**config.mk**
```make
export PLATFORM = sky130hd
export DESIGN_NAME = cache_proc_port
export DESIGN_NICKNAME = d
export VERILOG_FILES = /design/src/rtl/cache_port_pkg.sv /design/src/rtl/cache_proc_port.sv /design/src/rtl/write_tracker.sv
export VERILOG_INCLUDE_DIRS = /design/src /design/src/rtl
export SDC_FILE = /design/constraint.sdc
export NUM_CORES = 1
export LEC_CHECK = 0
export ABC_CLOCK_PERIOD_IN_PS = 2720
export BUFFER_PORTS_ARGS = -buffer_cell sky130_fd_sc_hd__buf_2
export CAP_MARGIN = 20
export CORE_ASPECT_RATIO = 1.2
export CORE_MARGIN = 4
export CORE_UTILIZATION = 50
export CTS_BUF_LIST = sky130_fd_sc_hd__clkbuf_4
export CTS_CLUSTER_SIZE = 16
export DETAILED_ROUTE_END_ITERATION = 7
export GPL_TIMING_DRIVEN = 0
export PLACE_DENSITY = 0.9
export SLEW_MARGIN = 40
export SYNTH_ARGS = -nofsm -noshare
export SYNTH_HDL_FRONTEND = slang
export SYNTH_SLANG_ARGS = --single-unit
export TNS_END_PERCENT = 1
```
**constraint.sdc**
```tcl
create_clock -name clk_sys -period 2.72 [get_ports clk_sys]
set_input_delay 0.544 -clock clk_sys [delete_from_list [all_inputs] [get_ports clk_sys]]
set_output_delay 0.544 -clock clk_sys [all_outputs]
set_load 0.05 [all_outputs]
```
**src/rtl/cache_port_defs.svh**
```systemverilog
// constants of the processor bus port
`ifndef CACHE_PORT_DEFS_SVH
`define CACHE_PORT_DEFS_SVH

`define ADDR_W        36
`define SIZE_W        2
`define IRQ_W         4
`define IRQ_NONE      4'h0
`define IRQ_NMI       4'hf
`define ADDR_INV_BIT  20
`define WCNT_W        4
// acknowledge pins {fault_n, ready_n, retry_n}
`define ACK_NONE      3'h7
`define ACK_RETRY     3'h6
`define ACK_DONE      3'h5
`define ACK_UNDEF     3'h4
`define ACK_BUSERR    3'h3
`define ACK_TIMEOUT   3'h2

`endif

```
**src/rtl/cache_port_pkg.sv**
```systemverilog
// types of the processor bus port
package cache_port_pkg;

    typedef enum logic [2:0] {
        ST_IDLE,
        ST_ACTIVE,
        ST_WITHDRAW,
        ST_STROBE
    } port_state_t;

    typedef enum logic [2:0] {
        XK_NONE,
        XK_READ,
        XK_WRITE,
        XK_ATOMIC,
        XK_DEMAP_DONE,
        XK_DEMAP_REQ
    } xact_kind_t;

    typedef enum logic [2:0] {
        BC_RETRY,
        BC_DONE,
        BC_UNDEF,
        BC_BUSERR,
        BC_TIMEOUT
    } beat_code_t;

    typedef struct packed {
        xact_kind_t  kind;
        logic [35:0] addr;
        logic        cacheable;
        logic        ctrl_space;
        logic [1:0]  size;
        logic        privileged;
        logic        burst;
    } cmd_t;

    typedef struct packed {
        logic [35:0] addr;
        logic        demap;
    } launch_t;

    typedef struct packed {
        port_state_t st;
        cmd_t        cmd;
        logic        burst;
        logic [1:0]  resample;
        logic [2:0]  ack_n;
        logic        ack_rd;
        logic        cmd_valid;
        logic [3:0]  irq;
        logic        err_n;
        logic        rst_out_n;
        logic        sel_caught;
        logic        sel;
        logic        a20_n;
        logic        rgnt_n;
        logic        wgnt_n;
        logic        strobe_n;
        logic [35:0] laddr;
        logic        ldemap_n;
        logic        lwr_n;
        logic        oe_n;
    } port_regs_t;

endpackage : cache_port_pkg

```
**src/rtl/cache_proc_port.sv**
```systemverilog
// processor-side bus port of the external cache controller
// Summary of operation
// - after the final beat of a burst no further read or write ready.
// - error output low on internal error or processor error, else high.
// - bus master pulses command strobe low one cycle to open each access.
// - with both grants high the port strobes invalidate or demap command words.
// - low control-space qualifier targets tags, cache or registers, decoded as such; a strobe taken in ST_WITHDRAW keeps the previous ctrl_space.
// - demap line with strobe marks demap; output requests entry removal.
// - processor error input low resets the port's own state.
// - interrupt level shows highest pending; 0 none, 15 nonmaskable.
// - atomic cycle excludes every other transaction while it runs.
// - acknowledges use fault, ready, retry codes; the reserved undefined code (ready and retry low) is driven for BC_UNDEF beats.
// - port drives SRAM output enable low and watches it to avoid collisions.
// - pending output low while any write of this processor is incomplete.
// - read decode: with demap done, plain read, with atomic and write atomic.
// - inverted address bit 20 is driven for two-megabyte caches.
// - read and write grants low allow the processor, high deny it.
// - on write ready the data is taken and the next address may follow.
`timescale 1ns/100ps
`include "cache_port_defs.svh"

module cache_proc_port #(
    parameter int ADDR_W = `ADDR_W
) (
    // clock and reset
    input  wire logic                        clk_sys,
    input  wire logic                        rst_n,
    // processor bus, command inputs
    input  wire logic                        cmd_strobe_in_n,
    input  wire logic [ADDR_W-1:0]           addr_in,
    input  wire logic                        burst,
    input  wire logic                        cacheable_qual_n,
    input  wire logic                        control_space_sel_n,
    input  wire logic                        demap_in_n,
    input  wire logic                        atomic_swap_n,
    input  wire logic [`SIZE_W-1:0]          size,
    input  wire logic                        privileged_access_n,
    input  wire logic                        rd_n,
    input  wire logic                        wr_in_n,
    input  wire logic                        error_in_n,
    input  wire logic                        sram_oe_in_n,
    input  wire logic                        system_reset_in_n,
    input  wire logic                        sysbus_select,
    // processor bus, driven by the port
    output logic                             cmd_strobe_out_n,
    output logic                             cmd_strobe_oe,
    output logic [ADDR_W-1:0]                addr_out,
    output logic                             addr_oe,
    output logic                             demap_out_n,
    output logic                             demap_oe,
    output logic                             wr_out_n,
    output logic                             wr_oe,
    output logic                             read_grant_n,
    output logic                             write_grant_n,
    output logic                             read_ack_n,
    output logic                             write_ack_n,
    output logic                             bus_fault_ack_n,
    output logic                             retry_n,
    output logic                             error_n,
    output logic [`IRQ_W-1:0]                irq_level,
    output logic                             write_outstanding_n,
    output logic                             sram_oe_out_n,
    output logic                             sram_oe_en,
    output logic                             addr20_inv_n,
    output logic                             proc_reset_n,
    // core side, commands and beats
    output logic                             cmd_valid,
    output cache_port_pkg::cmd_t             cmd,
    input  wire logic                        beat_valid,
    input  wire cache_port_pkg::beat_code_t  beat_code,
    output logic                             beat_ready,
    input  wire logic                        sram_read_req,
    // core side, invalidate and demap launch
    input  wire logic                        inv_valid,
    input  wire cache_port_pkg::launch_t     inv,
    output logic                             inv_ready,
    // core side, control and status
    input  wire logic                        allow_read,
    input  wire logic                        allow_write,
    input  wire logic                        internal_error,
    input  wire logic                        write_done,
    input  wire logic [15:1]                 irq_pending,
    output logic                             packet_mode
);

    // ------------------------------------------------------------
    // helpers
    // ------------------------------------------------------------
    function automatic logic [2:0] ack_pins(input cache_port_pkg::beat_code_t c);
        case (c)
            cache_port_pkg::BC_RETRY:   ack_pins = `ACK_RETRY;
            cache_port_pkg::BC_DONE:    ack_pins = `ACK_DONE;
            cache_port_pkg::BC_UNDEF:   ack_pins = `ACK_UNDEF;
            cache_port_pkg::BC_BUSERR:  ack_pins = `ACK_BUSERR;
            cache_port_pkg::BC_TIMEOUT: ack_pins = `ACK_TIMEOUT;
            default:                    ack_pins = `ACK_NONE;
        endcase
    endfunction : ack_pins

    function automatic logic [3:0] irq_encode(input logic [15:1] p);
        irq_encode = `IRQ_NONE;
        for (int i = 1; i <= 15; i++) begin
            if (p[i]) begin
                irq_encode = 4'(i);
            end
        end
    endfunction : irq_encode

    function automatic cache_port_pkg::xact_kind_t decode_kind(
        input logic r_n, input logic w_n, input logic d_n, input logic a_n);
        if (!r_n && !w_n && !a_n) begin
            decode_kind = cache_port_pkg::XK_ATOMIC;
        end else if (!r_n && !d_n) begin
            decode_kind = cache_port_pkg::XK_DEMAP_DONE;
        end else if (!r_n) begin
            decode_kind = cache_port_pkg::XK_READ;
        end else if (!w_n && !d_n) begin
            decode_kind = cache_port_pkg::XK_DEMAP_REQ;
        end else if (!w_n) begin
            decode_kind = cache_port_pkg::XK_WRITE;
        end else begin
            decode_kind = cache_port_pkg::XK_NONE;
        end
    endfunction : decode_kind

    localparam cache_port_pkg::port_regs_t RST_S = '{
        st: cache_port_pkg::ST_IDLE, cmd: '0, burst: 1'b0, resample: 2'h0,
        ack_n: `ACK_NONE, ack_rd: 1'b0, cmd_valid: 1'b0, irq: `IRQ_NONE,
        err_n: 1'b1, rst_out_n: 1'b0, sel_caught: 1'b0, sel: 1'b1, a20_n: 1'b1,
        rgnt_n: 1'b1, wgnt_n: 1'b1, strobe_n: 1'b1, laddr: '0, ldemap_n: 1'b1,
        lwr_n: 1'b1, oe_n: 1'b1};

    cache_port_pkg::port_regs_t s_q;
    cache_port_pkg::port_regs_t s_d;
    logic                       beat_take;
    logic                       is_write;
    logic                       is_read;
    logic                       wr_busy;

    assign is_write  = (s_q.cmd.kind == cache_port_pkg::XK_WRITE) ||
                       (s_q.cmd.kind == cache_port_pkg::XK_ATOMIC);
    assign is_read   = (s_q.cmd.kind == cache_port_pkg::XK_READ) ||
                       (s_q.cmd.kind == cache_port_pkg::XK_ATOMIC);
    assign beat_ready = (s_q.st == cache_port_pkg::ST_ACTIVE) && (s_q.resample == 2'h0);
    assign beat_take  = beat_ready && beat_valid;
    assign inv_ready  = (s_q.st == cache_port_pkg::ST_STROBE);

    // ------------------------------------------------------------
    // next state
    // ------------------------------------------------------------
    always_comb begin
        s_d           = s_q;
        s_d.cmd_valid = 1'b0;
        s_d.ack_n     = `ACK_NONE;
        s_d.strobe_n  = 1'b1;
        s_d.resample  = {s_q.resample[0], 1'b0};
        s_d.irq       = irq_encode(irq_pending);
        s_d.err_n     = !(internal_error || !error_in_n);
        s_d.rst_out_n = system_reset_in_n;
        s_d.rgnt_n    = !allow_read;
        s_d.wgnt_n    = !allow_write;
        if (!s_q.sel_caught) begin
            s_d.sel_caught = 1'b1;
            s_d.sel        = sysbus_select;
        end
        // own the shared enable only while nobody else holds it low
        s_d.oe_n = !(sram_read_req && (s_q.st == cache_port_pkg::ST_ACTIVE) && is_read &&
                     (!s_q.oe_n || sram_oe_in_n));
        case (s_q.st)
            cache_port_pkg::ST_IDLE: begin
                if (!cmd_strobe_in_n) begin
                    s_d.cmd.kind       = decode_kind(rd_n, wr_in_n, demap_in_n,
                                                     atomic_swap_n);
                    s_d.cmd.addr       = addr_in;
                    s_d.cmd.cacheable  = !cacheable_qual_n;
                    s_d.cmd.ctrl_space = !control_space_sel_n;
                    s_d.cmd.size       = size;
                    s_d.cmd.privileged = !privileged_access_n;
                    s_d.cmd.burst      = burst;
                    s_d.burst          = burst;
                    s_d.a20_n          = !addr_in[`ADDR_INV_BIT];
                    s_d.cmd_valid      = 1'b1;
                    s_d.st             = cache_port_pkg::ST_ACTIVE;
                end else if (inv_valid) begin
                    s_d.laddr    = inv.addr;
                    s_d.ldemap_n = !inv.demap;
                    s_d.lwr_n    = inv.demap;
                    s_d.rgnt_n   = 1'b1;
                    s_d.wgnt_n   = 1'b1;
                    s_d.st       = cache_port_pkg::ST_WITHDRAW;
                end
            end
            cache_port_pkg::ST_ACTIVE: begin
                // new strobes and launches wait, atomic cycles included
                if (s_q.resample[1]) begin
                    s_d.burst = burst;
                end
                if (beat_take) begin
                    s_d.ack_n  = ack_pins(beat_code);
                    s_d.ack_rd = (s_q.cmd.kind != cache_port_pkg::XK_WRITE) &&
                                 (s_q.cmd.kind != cache_port_pkg::XK_DEMAP_REQ);
                    if (beat_code != cache_port_pkg::BC_DONE || !s_q.burst) begin
                        s_d.st = cache_port_pkg::ST_IDLE;
                    end else begin
                        s_d.resample = 2'h1;
                    end
                end
            end
            cache_port_pkg::ST_WITHDRAW: begin
                s_d.rgnt_n = 1'b1;
                s_d.wgnt_n = 1'b1;
                if (!cmd_strobe_in_n) begin
                    // processor strobed before seeing the withdrawal
                    s_d.cmd.kind  = decode_kind(rd_n, wr_in_n, demap_in_n, atomic_swap_n);
                    s_d.cmd.addr  = addr_in;
                    s_d.cmd.burst = burst;
                    s_d.burst     = burst;
                    s_d.a20_n     = !addr_in[`ADDR_INV_BIT];
                    s_d.cmd_valid = 1'b1;
                    s_d.st        = cache_port_pkg::ST_ACTIVE;
                end else begin
                    s_d.strobe_n = 1'b0;
                    s_d.st       = cache_port_pkg::ST_STROBE;
                end
            end
            cache_port_pkg::ST_STROBE: begin
                s_d.rgnt_n = 1'b1;
                s_d.wgnt_n = 1'b1;
                s_d.st     = cache_port_pkg::ST_IDLE;
            end
            default: begin
                s_d.st = cache_port_pkg::ST_IDLE;
            end
        endcase
        if (!error_in_n) begin
            s_d            = RST_S;
            s_d.err_n      = 1'b0;
            s_d.rst_out_n  = system_reset_in_n;
            s_d.sel_caught = s_q.sel_caught;
            s_d.sel        = s_q.sel;
            s_d.irq        = irq_encode(irq_pending);
        end
    end

    always_ff @(posedge clk_sys or negedge rst_n) begin
        if (!rst_n) begin
            s_q <= RST_S;
        end else begin
            s_q <= s_d;
        end
    end

    write_tracker #(
        .W (`WCNT_W)
    ) u_wtrack (
        .clk_sys (clk_sys),
        .rst_n   (rst_n),
        .clr     (!error_in_n),
        .inc     (beat_take && is_write && beat_code == cache_port_pkg::BC_DONE),
        .dec     (write_done),
        .busy    (wr_busy)
    );

    // ------------------------------------------------------------
    // outputs
    // ------------------------------------------------------------
    assign cmd_strobe_out_n    = s_q.strobe_n;
    assign cmd_strobe_oe       = !s_q.strobe_n;
    assign addr_out            = s_q.laddr;
    assign addr_oe             = !s_q.strobe_n;
    assign demap_out_n         = s_q.ldemap_n;
    assign demap_oe            = !s_q.strobe_n;
    assign wr_out_n            = s_q.lwr_n;
    assign wr_oe               = !s_q.strobe_n;
    assign read_grant_n        = s_q.rgnt_n;
    assign write_grant_n       = s_q.wgnt_n;
    assign bus_fault_ack_n     = s_q.ack_n[2];
    assign read_ack_n          = s_q.ack_rd ? s_q.ack_n[1] : 1'b1;
    assign write_ack_n         = s_q.ack_rd ? 1'b1 : s_q.ack_n[1];
    assign retry_n             = s_q.ack_n[0];
    assign error_n             = s_q.err_n;
    assign irq_level           = s_q.irq;
    assign write_outstanding_n = !(wr_busy || ((s_q.st == cache_port_pkg::ST_ACTIVE) &&
                                               is_write));
    assign sram_oe_out_n       = s_q.oe_n;
    assign sram_oe_en          = !s_q.oe_n;
    assign addr20_inv_n        = s_q.a20_n;
    assign proc_reset_n        = s_q.rst_out_n;
    assign cmd_valid           = s_q.cmd_valid;
    assign cmd                 = s_q.cmd;
    assign packet_mode         = !s_q.sel;
endmodule : cache_proc_port

```
**src/rtl/write_tracker.sv**
```systemverilog
// count of writes accepted but not yet completed downstream
`timescale 1ns/100ps
`include "cache_port_defs.svh"

module write_tracker #(
    parameter int W = `WCNT_W
) (
    // clock and reset
    input  wire logic clk_sys,
    input  wire logic rst_n,
    // events
    input  wire logic clr,
    input  wire logic inc,
    input  wire logic dec,
    // state
    output logic      busy
);

    typedef struct packed {
        logic [W-1:0] cnt;
    } wtrack_t;

    wtrack_t s_q;
    wtrack_t s_d;

    always_comb begin
        s_d = s_q;
        if (clr) begin
            s_d.cnt = '0;
        end else if (inc && !dec && s_q.cnt != {W{1'b1}}) begin
            s_d.cnt = s_q.cnt + 1'b1;
        end else if (dec && !inc && s_q.cnt != '0) begin
            s_d.cnt = s_q.cnt - 1'b1;
        end
    end

    always_ff @(posedge clk_sys or negedge rst_n) begin
        if (!rst_n) begin
            s_q <= '0;
        end else begin
            s_q <= s_d;
        end
    end

    assign busy = (s_q.cnt != '0);

endmodule : write_tracker

```
==> results.sh <==
export IMPL_fp_dieArea_um2=12300
export IMPL_die_x_um=102
export IMPL_cts_path_max_buffers=2
export IMPL_flow_area_growth_from_synthesis_pct=27.2
export IMPL_drt_antenna_violating_nets=0
export IMPL_postCtsSetupRepairBufs=0
export IMPL_first_global_vias=4561
export IMPL_clock_skew_final_ps=18.2
export IMPL_clkTransAtPathRegs_ps=170
export IMPL_numCtsBuffers=9
export IMPL_dr_pass1_iterations=4
export IMPL_final_net_count=863
export IMPL_synthTopCellsByArea="sky130_fd_sc_hd__dfrtp_1 (46%), sky130_fd_sc_hd__buf_4 (13%), sky130_fd_sc_hd__nand2_1 (6.8%)"
export IMPL_max_clock_freq_mhz=407
export IMPL_yosysSeqAreaShare_pct=52.4
export IMPL_cts_resized=0
export IMPL_rows=40
export IMPL_grt_setup_unrepaired="no"
export IMPL_drt_iter0_drc=136
export IMPL_timing_final_crit_share_pct=90.3
export IMPL_synth_edff_count=0
export IMPL_slew_headroom_pct=62.4
export IMPL_async_flop_share_pct=100
export IMPL_post_route_min_period_ps=2460
export IMPL_initial_util_pct=52.0
export IMPL_critPathCaptureType="primary output"
export IMPL_detail_route_vias_per_cell=5.09
export IMPL_netlist_instances=511
export IMPL_grt_overflow=0
export IMPL_route_vias_total=4468
export IMPL_timing_setup_critical_path_class="reg -> out"
export IMPL_tritoncts_num_sinks=110
export IMPL_antenna_found_initial=1
export IMPL_place_congestion=0.889
export IMPL_postSynthNetCount=629
export IMPL_crit_arrival_ps=1910
export IMPL_holdWs_ps=174
export IMPL_slew_viol_final=0
export IMPL_setup_violations_final=0
export IMPL_yosysTopAreaCellShare_pct=46.5
export IMPL_htree_levels=3
export IMPL_io_pin_count=223
export IMPL_grt_pass1_wl_mm=21.9
export IMPL_critPathLaunchType="flip-flop"
export IMPL_result_of_the_run="finished, final reports clean"
export IMPL_route_final_wire_length_mm=14.0
export IMPL_vdd_ir_drop_max_mv=0.305
export IMPL_yosys_register_bits=110
export IMPL_grtUsageTotal_pct=22.8
export IMPL_synthesis_area_um2=5280
export IMPL_die_h_um=121
export IMPL_ys_warnings_count=0
export IMPL_timing_final_hold_violations=0
export IMPL_crit_path_max_fanout=6
export IMPL_wl_per_cell_um=16.0
export IMPL_finalPower_mw=3.74
export IMPL_insertion_delay_ps=450
export IMPL_maximum_number_of_pins_on_one_net_before_global_route_repair=62
export IMPL_power_density_nw_per_um2=557
export IMPL_post_cts_hold_fix_bufs=1
export IMPL_hold_class="in -> reg"
export IMPL_tightestPinTransition_ps=564
export IMPL_drt_drc_violations_left=0
export IMPL_worst_ep_required_time_ps=2180
export IMPL_fin_setup_tns_ps=0
export IMPL_synth_common_cells="sky130_fd_sc_hd__dfrtp_1 (98), sky130_fd_sc_hd__nand2_1 (95), sky130_fd_sc_hd__buf_4 (88), sky130_fd_sc_hd__a22o_1 (37), sky130_fd_sc_hd__a21boi_0 (27)"
export IMPL_half_perimeter_wire_length_after_placement_mm=11.2
export IMPL_clockRootBuffer="sky130_fd_sc_hd__clkbuf_4"
export IMPL_placeableCoreArea_um2=10200
export IMPL_final_layout_size_suffix_gt1_share_pct=47.2
export IMPL_io_buf_count=221
export IMPL_ys_types=50
export IMPL_yosys_most_used_dff="sky130_fd_sc_hd__dfrtp_1"
export IMPL_power_static_leakage_nw=3.62
export IMPL_drv_max_cap_violation_count=0
export IMPL_cts_tree="built"
export IMPL_post_synth_cell_area_avg_um2=10.3
export IMPL_synth_area_leader_cell="sky130_fd_sc_hd__dfrtp_1"
export IMPL_synth_most_common_cell="sky130_fd_sc_hd__dfrtp_1"
logic make-up (layout without fill, tap and decap cells):
kind of cell             count (synthesis)  after routing  synth area share [%]
AND/OR/NAND/NOR                        147            147                  12.9
buffers and inverters                  130            369                  15.8
AO/OA/AOI/OAI                          112            112                  16.3
flip-flops                             110            110                  52.4
multiplexers                             6              6                  1.19
adder cells (fa/ha/maj)                  3              3                 0.853
XOR/XNOR                                 3              3                 0.498
other                                    0              1                     0
routing by layer:
layer | track usage (%) | vias up | part of all wire, %
met1 | 25.6 | 2119 | 37
li1 | - | 2096 | -
met5 | 0 | - | 0
met3 | 5.65 | 28 | 10
met2 | 40.5 | 225 | 51
met4 | 9.81 | 0 | 2.5
final timing paths:
path | cells after the start | start | end | slack [ps]
setup / recovery | 3 | u_wtrack.s_q[1] | write_outstanding_n | 260
hold / removal | 2 | internal_error | error_n | 170
setup reg to reg | 10 | s_q[105] | u_wtrack.s_q[3] | 270
hold reg to reg | 1 | s_q[44] | s_q[44] | 500
max in group asynchronous | 3 | rst_n | s_q[43] | 1460
min in group asynchronous | 2 | rst_n | cmd[26] | 600
where the power goes:
part	internal (mW)	switching, mW
Clock	0.189	0.535
Sequential	1.76	0.0950
Combinational	0.420	0.743
critical path, stage by stage, from the launching register on:
cell and delay (ps):
sky130_fd_sc_hd__dfrtp_1 470, sky130_fd_sc_hd__or4_1 550, sky130_fd_sc_hd__a21oi_1 160, sky130_fd_sc_hd__buf_2 290
cells in the final DEF (no fill, tap or decap), types with 3 or more instances in the layout:
master,n
sky130_fd_sc_hd__buf_2,226
sky130_fd_sc_hd__dfrtp_1,98
sky130_fd_sc_hd__nand2_1,95
sky130_fd_sc_hd__buf_4,88
sky130_fd_sc_hd__a22o_1,37
sky130_fd_sc_hd__a21boi_0,27
sky130_fd_sc_hd__clkbuf_1,20
sky130_fd_sc_hd__inv_1,14
sky130_fd_sc_hd__dfstp_2,12
sky130_fd_sc_hd__nor2_1,10
sky130_fd_sc_hd__a21boi_1,10
sky130_fd_sc_hd__clkbuf_4,9
sky130_fd_sc_hd__o21ai_0,8
sky130_fd_sc_hd__nor2b_1,8
sky130_fd_sc_hd__a21oi_1,8
sky130_fd_sc_hd__and2_1,6
sky130_fd_sc_hd__nand2b_1,5
sky130_fd_sc_hd__nand3_1,4
sky130_fd_sc_hd__mux2i_1,4
sky130_fd_sc_hd__xnor2_1,3
sky130_fd_sc_hd__or3_1,3
sky130_fd_sc_hd__nor3_1,3
sky130_fd_sc_hd__o41ai_1,3
sky130_fd_sc_hd__clkinvlp_4,3
layout make-up:
type | count | area [um2]
antenna | 1 | 2.50
buffer | 115 | 777
clock buffer | 9 | 67.6
clock inverter | 7 | 47.5
fill | 774 | 3450
inverter | 15 | 56.3
multi-input combinational | 271 | 1680
sequential | 110 | 2770
tap | 126 | 158
timing repair buffer | 223 | 1150
flip-flops by register name, summed over array words and instances, names as in the netlist:
register          cells
addr20_inv_n          1
addr_out             36
bus_fault_ack_n       1
cmd                  45
cmd_strobe_out_n      1
cmd_valid             1
demap_out_n           1
error_n               1
irq_level             4
proc_reset_n          1
read_grant_n          1
retry_n               1
s_q                   9
sram_oe_out_n         1
u_wtrack.s_q          4
wr_out_n              1
write_grant_n         1
per-stage QoR:
step | util (%) | instance area (um2) | worst slack, ps | instances
after global placement | 64.4 | 6550 | -62.7 | 858
after floorplan | - | 5280 | 0.669 | 511
after global routing | 66.1 | 6710 | 82.9 | 877
final | 66.1 | 6710 | 265 | 877
after detailed placement | 64.8 | 6590 | -26.5 | 859
after CTS | 66.0 | 6710 | 181 | 876
Power figures use the tool's default switching activity.
